--- src/core/fwsr_defs.vh ---
// constants for the flash write and status controller
`ifndef FWSR_DEFS_VH
`define FWSR_DEFS_VH
// ------------------------------------------------------------
// apb register map (byte offsets)
// ------------------------------------------------------------
`define FWSR_REG_CMD      12'h000
`define FWSR_REG_ADDR     12'h004
`define FWSR_REG_DATA     12'h008
`define FWSR_REG_STATUS   12'h00c
`define FWSR_REG_RDATA    12'h010
// ------------------------------------------------------------
// command codes written to the command register
// ------------------------------------------------------------
`define FWSR_OP_READ      3'h0
`define FWSR_OP_RESET     3'h1
`define FWSR_OP_PROGRAM   3'h2
`define FWSR_OP_SECERASE  3'h3
`define FWSR_OP_CHIPERASE 3'h4
`define FWSR_OP_SUSPEND   3'h5
`define FWSR_OP_RESUME    3'h6
`define FWSR_OP_AUTOSEL   3'h7
// ------------------------------------------------------------
// device command bytes and unlock addresses (word mode)
// ------------------------------------------------------------
`define FWSR_UNLOCK1_ADDR 17'h00555
`define FWSR_UNLOCK2_ADDR 17'h002aa
`define FWSR_UNLOCK1_DATA 8'haa
`define FWSR_UNLOCK2_DATA 8'h55
`define FWSR_CODE_RESET   8'hf0
`define FWSR_CODE_PROGRAM 8'ha0
`define FWSR_CODE_ERASE   8'h80
`define FWSR_CODE_CHIP    8'h10
`define FWSR_CODE_SECTOR  8'h30
`define FWSR_CODE_SUSPEND 8'hb0
`define FWSR_CODE_RESUME  8'h30
`define FWSR_CODE_AUTOSEL 8'h90
// ------------------------------------------------------------
// data bit positions and status register fields
// ------------------------------------------------------------
`define FWSR_BIT_POLL     7
`define FWSR_BIT_TOGGLE1  6
`define FWSR_BIT_LIMIT    5
`define FWSR_BIT_WINDOW   3
`define FWSR_BIT_TOGGLE2  2
`define FWSR_ST_BUSY      0
`define FWSR_ST_DONE      1
`define FWSR_ST_FAIL      2
`define FWSR_ST_RDYPIN    3
`define FWSR_ST_WINDOW    4
// ------------------------------------------------------------
// bus cycle timing in pclk cycles (40 ns each)
// ------------------------------------------------------------
`define FWSR_STROBE_NS    80
`define FWSR_PERIOD_NS    40
`define FWSR_STROBE_CYC   ((`FWSR_STROBE_NS + `FWSR_PERIOD_NS - 1) / `FWSR_PERIOD_NS)
`endif

--- src/core/fwsr_cycle.v ---
// one asynchronous flash bus cycle, read or write
`include "fwsr_defs.vh"
module fwsr_cycle #(
    parameter AW  = 17,
    parameter DW  = 16,
    parameter CYC = `FWSR_STROBE_CYC
) (
    // clock and reset
    input  wire          pclk,
    input  wire          presetn,
    // request
    input  wire          start,
    input  wire          write,
    input  wire [AW-1:0] addr,
    input  wire [DW-1:0] wdata,
    output wire          busy,
    output reg           done,
    output reg  [DW-1:0] rdata,
    // flash pins
    output reg  [AW-1:0] flash_addr,
    output reg  [DW-1:0] flash_dq_out,
    output reg           flash_dq_oe,
    input  wire [DW-1:0] flash_dq_in,
    output reg           chip_select_n,
    output reg           write_strobe_n,
    output reg           output_strobe_n
);
    localparam S_IDLE = 2'd0;
    localparam S_SET  = 2'd1;
    localparam S_STRB = 2'd2;
    localparam S_HOLD = 2'd3;
    reg [1:0] state;
    reg [7:0] cnt;
    reg       is_wr;
    assign busy = (state != S_IDLE);
    always @(posedge pclk or negedge presetn) begin
        if (!presetn) begin
            state           <= S_IDLE;
            cnt             <= 8'h00;
            is_wr           <= 1'b0;
            done            <= 1'b0;
            rdata           <= {DW{1'b0}};
            flash_addr      <= {AW{1'b0}};
            flash_dq_out    <= {DW{1'b0}};
            flash_dq_oe     <= 1'b0;
            chip_select_n   <= 1'b1;
            write_strobe_n  <= 1'b1;
            output_strobe_n <= 1'b1;
        end else begin
            done <= 1'b0;
            case (state)
                S_IDLE: begin
                    if (start) begin
                        // address settles before the strobe so the late falling edge latches it
                        flash_addr    <= addr;
                        flash_dq_out  <= wdata;
                        flash_dq_oe   <= write;
                        is_wr         <= write;
                        chip_select_n <= 1'b0;
                        state         <= S_SET;
                    end
                end
                S_SET: begin
                    write_strobe_n  <= ~is_wr;
                    output_strobe_n <= is_wr;
                    cnt             <= CYC[7:0];
                    state           <= S_STRB;
                end
                S_STRB: begin
                    if (cnt > 8'h01) begin
                        cnt <= cnt - 8'h01;
                    end else begin
                        if (!is_wr) begin
                            rdata <= flash_dq_in;
                        end
                        write_strobe_n  <= 1'b1;
                        output_strobe_n <= 1'b1;
                        state           <= S_HOLD;
                    end
                end
                S_HOLD: begin
                    // data held one cycle past the write strobe's rise
                    chip_select_n <= 1'b1;
                    flash_dq_oe   <= 1'b0;
                    done          <= 1'b1;
                    state         <= S_IDLE;
                end
                default: state <= S_IDLE;
            endcase
        end
    end
endmodule

--- src/core/fwsr_ctrl.v ---
// flash host controller: apb commands to flash command sequences and status polling
//
// Notes on behaviour
// - address at late fall, data early rise
// - array read needs no unlock cycles
// - reset command leaves autoselect or failure
// - autoselect fourth cycle is a read
// - poll bit inverted until program done
// - erase polls zero until done
// - read again after poll turns true
//
// Added by the designer: the register offsets and the APB register port.
`include "fwsr_defs.vh"
module fwsr_ctrl #(
    parameter AW = 17,
    parameter DW = 16
) (
    // clock and reset
    input  wire          pclk,
    input  wire          presetn,
    // apb slave
    input  wire          psel,
    input  wire          penable,
    input  wire          pwrite,
    input  wire [11:0]   paddr,
    input  wire [31:0]   pwdata,
    output reg  [31:0]   prdata,
    output wire          pready,
    output wire          pslverr,
    // flash pins
    output wire [AW-1:0] flash_addr,
    output wire [DW-1:0] flash_dq_out,
    output wire          flash_dq_oe,
    input  wire [DW-1:0] flash_dq_in,
    output wire          chip_select_n,
    output wire          write_strobe_n,
    output wire          output_strobe_n,
    output wire          reset_n,
    input  wire          ready_busy_n
);
    // ------------------------------------------------------------
    // sequencer states
    // ------------------------------------------------------------
    localparam S_IDLE  = 3'd0;
    localparam S_ISSUE = 3'd1;
    localparam S_WAIT  = 3'd2;
    localparam S_POLL1 = 3'd3;
    localparam S_POLL2 = 3'd4;
    localparam S_CHECK = 3'd5;
    localparam S_FINAL = 3'd6;

    reg [2:0]    state;
    reg [2:0]    op;
    reg [AW-1:0] target;
    reg [DW-1:0] value;
    reg [2:0]    step;
    reg [2:0]    nsteps;
    reg          busy_f;
    reg          done_f;
    reg          fail_f;
    reg          window_f;
    reg [DW-1:0] last_rd;
    reg [DW-1:0] first_rd;
    reg          limit_seen;
    reg          cyc_start;
    reg          cyc_write;
    reg [AW-1:0] cyc_addr;
    reg [DW-1:0] cyc_wdata;
    wire         cyc_done;
    wire [DW-1:0] cyc_rdata;
    reg          rb_s;

    assign pready  = 1'b1;
    assign pslverr = 1'b0;
    assign reset_n = presetn;

    // ------------------------------------------------------------
    // apb register access
    // ------------------------------------------------------------
    wire wr_en = psel && penable && pwrite;
    wire rd_en = psel && !penable && !pwrite;
    wire cmd_go = wr_en && (paddr == `FWSR_REG_CMD) && !busy_f;

    always @(posedge pclk or negedge presetn) begin
        if (!presetn) begin
            prdata <= 32'h00000000;
        end else if (rd_en) begin
            case (paddr)
                `FWSR_REG_CMD:    prdata <= {29'h0, op};
                `FWSR_REG_ADDR:   prdata <= {{(32-AW){1'b0}}, target};
                `FWSR_REG_DATA:   prdata <= {{(32-DW){1'b0}}, value};
                `FWSR_REG_STATUS: prdata <= {27'h0, window_f, rb_s, fail_f, done_f, busy_f};
                `FWSR_REG_RDATA:  prdata <= {{(32-DW){1'b0}}, last_rd};
                default:          prdata <= 32'h00000000;
            endcase
        end
    end

    // ------------------------------------------------------------
    // command sequence tables
    // ------------------------------------------------------------
    // plain read is one cycle, no unlock
    function [2:0] seq_len;
        input [2:0] o;
        begin
            case (o)
                `FWSR_OP_READ:      seq_len = 3'd1;
                `FWSR_OP_RESET:     seq_len = 3'd1;
                `FWSR_OP_SUSPEND:   seq_len = 3'd1;
                `FWSR_OP_RESUME:    seq_len = 3'd1;
                `FWSR_OP_PROGRAM:   seq_len = 3'd4;
                `FWSR_OP_AUTOSEL:   seq_len = 3'd4;
                default:            seq_len = 3'd6;
            endcase
        end
    endfunction

    function step_is_read;
        input [2:0] o;
        input [2:0] s;
        begin
            step_is_read = (o == `FWSR_OP_READ) ||
                           ((o == `FWSR_OP_AUTOSEL) && (s == 3'd3));
        end
    endfunction

    // commands carry data in the low byte only
    function [DW-1:0] low_byte;
        input [7:0] b;
        begin
            low_byte = {{(DW-8){1'b0}}, b};
        end
    endfunction

    always @* begin
        cyc_write = !step_is_read(op, step);
        cyc_addr  = `FWSR_UNLOCK1_ADDR;
        cyc_wdata = low_byte(`FWSR_UNLOCK1_DATA);
        case (step)
            3'd1, 3'd4: begin
                cyc_addr  = `FWSR_UNLOCK2_ADDR;
                cyc_wdata = low_byte(`FWSR_UNLOCK2_DATA);
            end
            3'd2: begin
                case (op)
                    `FWSR_OP_PROGRAM: cyc_wdata = low_byte(`FWSR_CODE_PROGRAM);
                    `FWSR_OP_AUTOSEL: cyc_wdata = low_byte(`FWSR_CODE_AUTOSEL);
                    default:          cyc_wdata = low_byte(`FWSR_CODE_ERASE);
                endcase
            end
            3'd3: begin
                if (op == `FWSR_OP_PROGRAM || op == `FWSR_OP_AUTOSEL) begin
                    cyc_addr  = target;
                    cyc_wdata = value;
                end
            end
            3'd5: begin
                // sector erase addressed by sector bits
                if (op == `FWSR_OP_SECERASE) begin
                    cyc_addr  = target;
                    cyc_wdata = low_byte(`FWSR_CODE_SECTOR);
                end else begin
                    cyc_wdata = low_byte(`FWSR_CODE_CHIP);
                end
            end
            default: cyc_addr = `FWSR_UNLOCK1_ADDR;
        endcase
        // single-cycle commands override the table
        if (nsteps == 3'd1) begin
            case (op)
                `FWSR_OP_RESET:   cyc_wdata = low_byte(`FWSR_CODE_RESET);
                `FWSR_OP_SUSPEND: cyc_wdata = low_byte(`FWSR_CODE_SUSPEND);
                `FWSR_OP_RESUME:  cyc_wdata = low_byte(`FWSR_CODE_RESUME);
                default:          cyc_wdata = value;
            endcase
            cyc_addr = target;
        end
        // in-progress polling reads at the target
        if (state == S_POLL1 || state == S_POLL2 || state == S_FINAL) begin
            cyc_write = 1'b0;
            cyc_addr  = target;
        end
    end

    // ------------------------------------------------------------
    // sequencer
    // ------------------------------------------------------------
    wire is_long = (op == `FWSR_OP_PROGRAM) || (op == `FWSR_OP_SECERASE) ||
                   (op == `FWSR_OP_CHIPERASE) || (op == `FWSR_OP_RESUME);
    wire tog1 = first_rd[`FWSR_BIT_TOGGLE1] ^ cyc_rdata[`FWSR_BIT_TOGGLE1];
    wire poll_true = (op == `FWSR_OP_PROGRAM) ?
        (cyc_rdata[`FWSR_BIT_POLL] == value[`FWSR_BIT_POLL]) : cyc_rdata[`FWSR_BIT_POLL];

    always @(posedge pclk or negedge presetn) begin
        if (!presetn) begin
            state      <= S_IDLE;
            op         <= `FWSR_OP_READ;
            target     <= {AW{1'b0}};
            value      <= {DW{1'b0}};
            step       <= 3'd0;
            nsteps     <= 3'd1;
            busy_f     <= 1'b0;
            done_f     <= 1'b0;
            fail_f     <= 1'b0;
            window_f   <= 1'b0;
            last_rd    <= {DW{1'b0}};
            first_rd   <= {DW{1'b0}};
            limit_seen <= 1'b0;
            cyc_start  <= 1'b0;
            rb_s       <= 1'b1;
        end else begin
            cyc_start <= 1'b0;
            rb_s      <= ready_busy_n;
            if (wr_en && !busy_f && paddr == `FWSR_REG_ADDR) begin
                target <= pwdata[AW-1:0];
            end
            if (wr_en && !busy_f && paddr == `FWSR_REG_DATA) begin
                value <= pwdata[DW-1:0];
            end
            if (wr_en && paddr == `FWSR_REG_CMD && state > S_WAIT && op == `FWSR_OP_SECERASE &&
                pwdata[2:0] == `FWSR_OP_SUSPEND) begin
                op     <= `FWSR_OP_SUSPEND;
                nsteps <= 3'd1;
            end
            case (state)
                S_IDLE: begin
                    if (cmd_go) begin
                        op        <= pwdata[2:0];
                        nsteps    <= seq_len(pwdata[2:0]);
                        step      <= 3'd0;
                        busy_f    <= 1'b1;
                        done_f    <= 1'b0;
                        fail_f    <= 1'b0;
                        state     <= S_ISSUE;
                    end
                end
                S_ISSUE: begin
                    cyc_start <= 1'b1;
                    state     <= S_WAIT;
                end
                S_WAIT: begin
                    if (cyc_done) begin
                        if (!cyc_write) begin
                            last_rd <= cyc_rdata;
                        end
                        if (step + 3'd1 < nsteps) begin
                            step  <= step + 3'd1;
                            state <= S_ISSUE;
                        end else if (is_long) begin
                            // status valid after last strobe rise
                            cyc_start <= 1'b1;
                            state     <= S_POLL1;
                        end else begin
                            busy_f <= 1'b0;
                            done_f <= 1'b1;
                            state  <= S_IDLE;
                        end
                    end
                end
                S_POLL1: begin
                    if (cyc_done) begin
                        first_rd  <= cyc_rdata;
                        cyc_start <= 1'b1;
                        state     <= S_POLL2;
                    end
                end
                S_POLL2: begin
                    if (cyc_done) begin
                        window_f   <= cyc_rdata[`FWSR_BIT_WINDOW];
                        limit_seen <= cyc_rdata[`FWSR_BIT_LIMIT];
                        state      <= S_CHECK;
                        last_rd    <= cyc_rdata;
                    end
                end
                S_CHECK: begin
                    // protected cases settle the same way
                    if (!tog1 || poll_true) begin
                        cyc_start <= 1'b1;
                        state     <= S_FINAL;
                    end else if (op == `FWSR_OP_SUSPEND) begin
                        state <= S_ISSUE;
                    end else if (limit_seen) begin
                        // still toggling: failed
                        fail_f <= 1'b1;
                        busy_f <= 1'b0;
                        state  <= S_IDLE;
                    end else begin
                        cyc_start <= 1'b1;
                        state     <= S_POLL1;
                    end
                end
                S_FINAL: begin
                    // fresh read after poll turns true
                    if (cyc_done) begin
                        last_rd <= cyc_rdata;
                        busy_f  <= 1'b0;
                        done_f  <= 1'b1;
                        state   <= S_IDLE;
                    end
                end
                default: state <= S_IDLE;
            endcase
        end
    end

    // protect result and toggle_two in raw read data
    // ready pin to status, dq driven on writes only
    fwsr_cycle #(
        .AW (AW),
        .DW (DW)
    ) u_cycle (
        .pclk            (pclk),
        .presetn         (presetn),
        .start           (cyc_start),
        .write           (cyc_write),
        .addr            (cyc_addr),
        .wdata           (cyc_wdata),
        .busy            (),
        .done            (cyc_done),
        .rdata           (cyc_rdata),
        .flash_addr      (flash_addr),
        .flash_dq_out    (flash_dq_out),
        .flash_dq_oe     (flash_dq_oe),
        .flash_dq_in     (flash_dq_in),
        .chip_select_n   (chip_select_n),
        .write_strobe_n  (write_strobe_n),
        .output_strobe_n (output_strobe_n)
    );
endmodule

--- config.mk ---
export PLATFORM = sky130hd
export DESIGN_NAME = fwsr_ctrl
export DESIGN_NICKNAME = d
export VERILOG_FILES = /design/src/core/fwsr_cycle.v /design/src/core/fwsr_ctrl.v
export VERILOG_INCLUDE_DIRS = /design/src /design/src/core
export SDC_FILE = /design/constraint.sdc
export NUM_CORES = 1
export LEC_CHECK = 0
export BUFFER_PORTS_ARGS = -buffer_cell sky130_fd_sc_hd__buf_2
export CELL_PAD_IN_SITES_DETAIL_PLACEMENT = 1
export CELL_PAD_IN_SITES_GLOBAL_PLACEMENT = 1
export CORE_MARGIN = 4
export CORE_UTILIZATION = 40
export CTS_CLUSTER_DIAMETER = 100
export DETAILED_ROUTE_END_ITERATION = 16
export HOLD_SLACK_MARGIN = 0.06
export PLACE_DENSITY = 0.81
export SKIP_CTS_REPAIR_TIMING = 1
export SLEW_MARGIN = 20
export SYNTH_ARGS = -nofsm -noshare
export SYNTH_HDL_FRONTEND = slang
export SYNTH_SLANG_ARGS = --single-unit
--- constraint.sdc ---
create_clock -name pclk -period 5.17 [get_ports pclk]
set_input_delay 1.034 -clock pclk [delete_from_list [all_inputs] [get_ports pclk]]
set_output_delay 1.034 -clock pclk [all_outputs]
set_load 0.005 [all_outputs]
==> insert_results.sql <==
INSERT INTO impl_metrics (metric_group, metric, value, unit) VALUES
('cts', 'number_of_levels_the_h_tree_was_split_into', '4', ''),
('placement', 'postPlaceCellArea', '7920', 'um^2'),
('sta', 'sum_of_negative_setup_slack', '0', 'ps'),
('floorplanning', 'floorplan.core_area', '18000', 'um^2'),
('power_and_ir_drop', 'share_seq_of_total_power', '0.415', ''),
('detailed_routing', 'drt_first_pass_iters', '5', ''),
('sta', 'max_freq', '315', 'MHz'),
('cts', 'tritoncts', 'yes', ''),
('power_and_ir_drop', 'total_switching_power', '0.00145', 'W'),
('power_and_ir_drop', 'comb_power_share', '0.294', ''),
('critical_path', 'cpLargestDelayFamily', 'simple AND/OR/NAND/NOR gates', ''),
('final_layout', 'finish.instance_area', '8500', 'um^2'),
('critical_path', 'arrival', '3460', 'ps'),
('sta', 'relSlewSlack', '0.332', ''),
('grt', 'global_route.usage.total', '0.204', ''),
('sta', 'period_minus_slack', '3170', 'ps'),
('sta', 'fin_worst_skew', '14.6', 'ps'),
('synthesis', 'synthesis.area_per_instance', '11.2', 'um^2'),
('critical_path', 'critPathMaxFanout', '16', ''),
('critical_path', 'worst-endpoint-required', '5460', 'ps'),
('power_and_ir_drop', 'p_per_area', '488', 'nW/um^2'),
('cts', 'cts_root_buf', 'clkbuf_16', ''),
('critical_path', 'worstSetupPathType', 'in -> reg', ''),
('grt', 'grt_pass1_vias', '5838', ''),
('floorplanning', 'rows', '49', ''),
('cts', 'cts_bufs_inserted', '17', ''),
('sta', 'count_of_final_setup_violators', '0', ''),
('critical_path', 'critPathSlowestCell', 'nand4_1', ''),
('grt', 'maximum_number_of_pins_on_one_net_before_global_route_repair', '80', ''),
('grt', 'grt_pass1_wl', '32.6', 'mm'),
('power_and_ir_drop', 'power.share.switching', '0.348', ''),
('power_and_ir_drop', 'vdd_drop_max', '0.266', 'mV'),
('power_and_ir_drop', 'p_leak', '4.15', 'nW'),
('synthesis', 'post_synth_inst_count', '653', ''),
('floorplanning', 'die-width', '143', 'um'),
('detailed_routing', 'ant_nets', '0', ''),
('synthesis', 'synth_ff_type', 'dfrtp_1', ''),
('floorplanning', 'floorplan.initialDensity', '0.408', ''),
('final_layout', 'final_nets', '820', ''),
('placement', 'hpwl', '14.7', 'mm'),
('sta', 'slew_viol_final', '0', ''),
('synthesis', 'synth_edf_count', '0', ''),
('placement', 'numPortBuffers', '105', ''),
('placement', 'gp_congestion', '0.909', ''),
('sta', 'worst_slew_pin_slew', '994', 'ps'),
('critical_path', 'max_stage_delay', '760', 'ps'),
('detailed_routing', 'routedWlPerCell', '20.9', 'um'),
('synthesis', 'synth-seq-area-share', '0.517', ''),
('final_layout', 'drive_gt1_frac', '0.306', ''),
('detailed_routing', 'number_of_remaining_drc_errors', '0', ''),
('critical_path', 'path_cells', 'buf_2 > nor4_1 > nand3_1 > inv_1 > nand4_1 > mux2_2', ''),
('outcome', 'status', 'finished, final reports clean', ''),
('final_layout', 'area_delta_synth_final', '16.0', '%'),
('floorplanning', 'die_h', '143', 'um'),
('critical_path', 'critical_path_buf_inv_count', '2', ''),
('synthesis', 'postSynthRegisterBits', '151', ''),
('power_and_ir_drop', 'p_int', '0.00271', 'W'),
('synthesis', 'yosysUniqueCellTypes', '71', ''),
('sta', 'final.period_utilization', '0.613', ''),
('cts', 'clock_path_buffers', '2', ''),
('detailed_routing', 'detail_route.wirelength', '20.6', 'mm'),
('sta', 'rsz0062_at_grt', 'no', ''),
('detailed_routing', 'avgViaCountPerCell', '5.61', ''),
('grt', 'gr-total-overflow', '0', ''),
('detailed_routing', 'first_iteration_detailed_routing_drc_count', '396', ''),
('critical_path', 'startpoint_type', 'primary input', ''),
('synthesis', 'asyncSetResetFlopFracSynth', '1.00', ''),
('floorplanning', 'dieArea', '20500', 'um^2'),
('sta', 'timing_hold_violations_final', '0', ''),
('cts', 'clk_transition_reported_paths', '60', 'ps'),
('worst_hold_path', 'hold_class', 'reg -> reg', ''),
('critical_path', 'timing.critical_path.to_type', 'flip-flop', ''),
('synthesis', 'ys_warns', '0', ''),
('job', 'cap_viol_max_count', '0', ''),
('cts', 'clock_latency', '430', 'ps'),
('cts', 'clock-sinks', '151', ''),
('detailed_routing', 'dr_total_vias', '5521', ''),
('power_and_ir_drop', 'power_frac_clock', '0.291', ''),
('synthesis', 'syn-cell-area', '7330', 'um^2'),
('floorplanning', 'num_io_pins', '138', ''),
('power_and_ir_drop', 'p_total', '0.00415', 'W'),
('grt', 'grt_antenna_before_repair', '2', '');
synthesized netlist by cell type, drive strengths merged (3+ instances only):
cell type / instances / share of area
dfrtp: 146 / 0.50
mux2: 71 / 0.11
nand2: 51 / 0.027
o21ai: 42 / 0.029
a21oi: 29 / 0.020
buf: 29 / 0.028
nor2: 28 / 0.017
a22oi: 25 / 0.026
clkbuf: 24 / 0.012
inv: 17 / 0.0087
nor2b: 14 / 0.012
ha: 13 / 0.022
nand3: 13 / 0.0089
nand2b: 12 / 0.010
a22o: 11 / 0.013
mux2i: 11 / 0.015
nor3: 10 / 0.0084
a221o: 8 / 0.011
o31ai: 7 / 0.0091
dfstp: 5 / 0.018
nand3b: 5 / 0.0051
nor4: 5 / 0.0060
o22a: 5 / 0.0060
o22ai: 5 / 0.0043
a31oi: 4 / 0.0034
and3: 4 / 0.0034
nand4: 4 / 0.0034
o211ai: 4 / 0.0041
nor3b: 3 / 0.0038
o21bai: 3 / 0.0031
o311ai: 3 / 0.0036
or2: 3 / 0.0026
or3: 3 / 0.0027
path summary, 6_finish.rpt:
kind	startpoint	to	slack [ps]	depth (start not counted)
worst max-delay path	paddr[7]	value[3]	2000	6
worst min-delay path	u_cycle.flash_dq_out[4]	u_cycle.flash_dq_out[4]	490	1
worst max register to register	step[0]	last_rd[4]	2350	7
worst min register to register	u_cycle.flash_dq_out[4]	u_cycle.flash_dq_out[4]	490	1
max in group asynchronous	presetn	u_cycle.flash_addr[4]	3110	2
min in group asynchronous	presetn	u_cycle.flash_dq_out[7]	660	1
area by class of cell:
cell class	count	area, um^2
diodes	2	5.00
clock buffers	19	453
clock inverters	13	120
fillers	1993	9460
inverters	17	63.8
multi-input cells	447	3240
flip-flops and latches	151	3780
well taps	229	287
repair buffers	107	547
cells in the final DEF, fill, tap and decap left out, types with 4 or more instances in the layout:
cell	count
dfrtp_1	146
buf_2	104
mux2_2	61
nand2_1	50
o21ai_0	42
a21oi_1	29
nor2_1	27
a22oi_1	25
inv_1	17
conb_1	17
clkbuf_16	17
nor2b_1	14
nand3_1	13
ha_1	13
nand2b_1	12
a22o_1	11
mux2i_1	11
mux2_4	10
nor3_1	9
a221o_1	8
o31ai_1	6
nand3b_1	5
o22a_1	5
o22ai_1	5
dfstp_2	5
and3_1	4
a31oi_1	4
o211ai_1	4
nand4_1	4
logic make-up after synthesis:
group | share of synthesized area
xor gates and xnor gates | 0.00478
adders and majority gates | 0.0222
muxes | 0.129
and+or+nand+nor | 0.121
other | 0.00102
AOI/OAI and AO/OA | 0.157
DFF | 0.517
buffers and inverters | 0.0487
power by group through the flow:
| stage | Clock, W | Sequential [W] | Combinational [W] |
|---|---|---|---|
| 4_1_cts | 0.00122 | 0.00172 | 0.00123 |
| 3_5_place_dp | 0 | 0.00174 | 0.00121 |
| 2_1_floorplan | 0 | 0.00162 | 0.000929 |
| 5_1_grt | 0.00127 | 0.00177 | 0.00137 |
| 6_report | 0.00121 | 0.00172 | 0.00122 |
| 3_3_place_gp | 0 | 0.00172 | 0.00116 |
metrics by stage:
step / setup WS (ps) / utilization / hold slack, ps / instances
CTS: 2010 / 0.473 / 495 / 983
global placement: 1590 / 0.441 / 460 / 951
floorplan: 2570 / - / 449 / 668
global route: 1830 / 0.473 / 522 / 985
detailed placement: 1620 / 0.441 / 477 / 951
finish: 2000 / 0.473 / 488 / 985
routing by layer:
layer,vias to the layer above,global-route usage,part of all wire
met2,155,0.325,0.48
met5,-,0,0
met4,0,0.0778,0.026
met3,37,0.0376,0.052
met1,2799,0.280,0.44
li1,2530,-,-
registers in the layout, summed over array words and instances (netlist names), 2 cells and up:
signal                flops
u_cycle.cnt               8
state                     3
value                    16
u_cycle.state             2
u_cycle.flash_addr       17
target                   17
nsteps                    3
prdata                   17
last_rd                  16
op                        3
step                      3
u_cycle.flash_dq_out     16
u_cycle.rdata            16
Power figures use the tool's default switching activity.
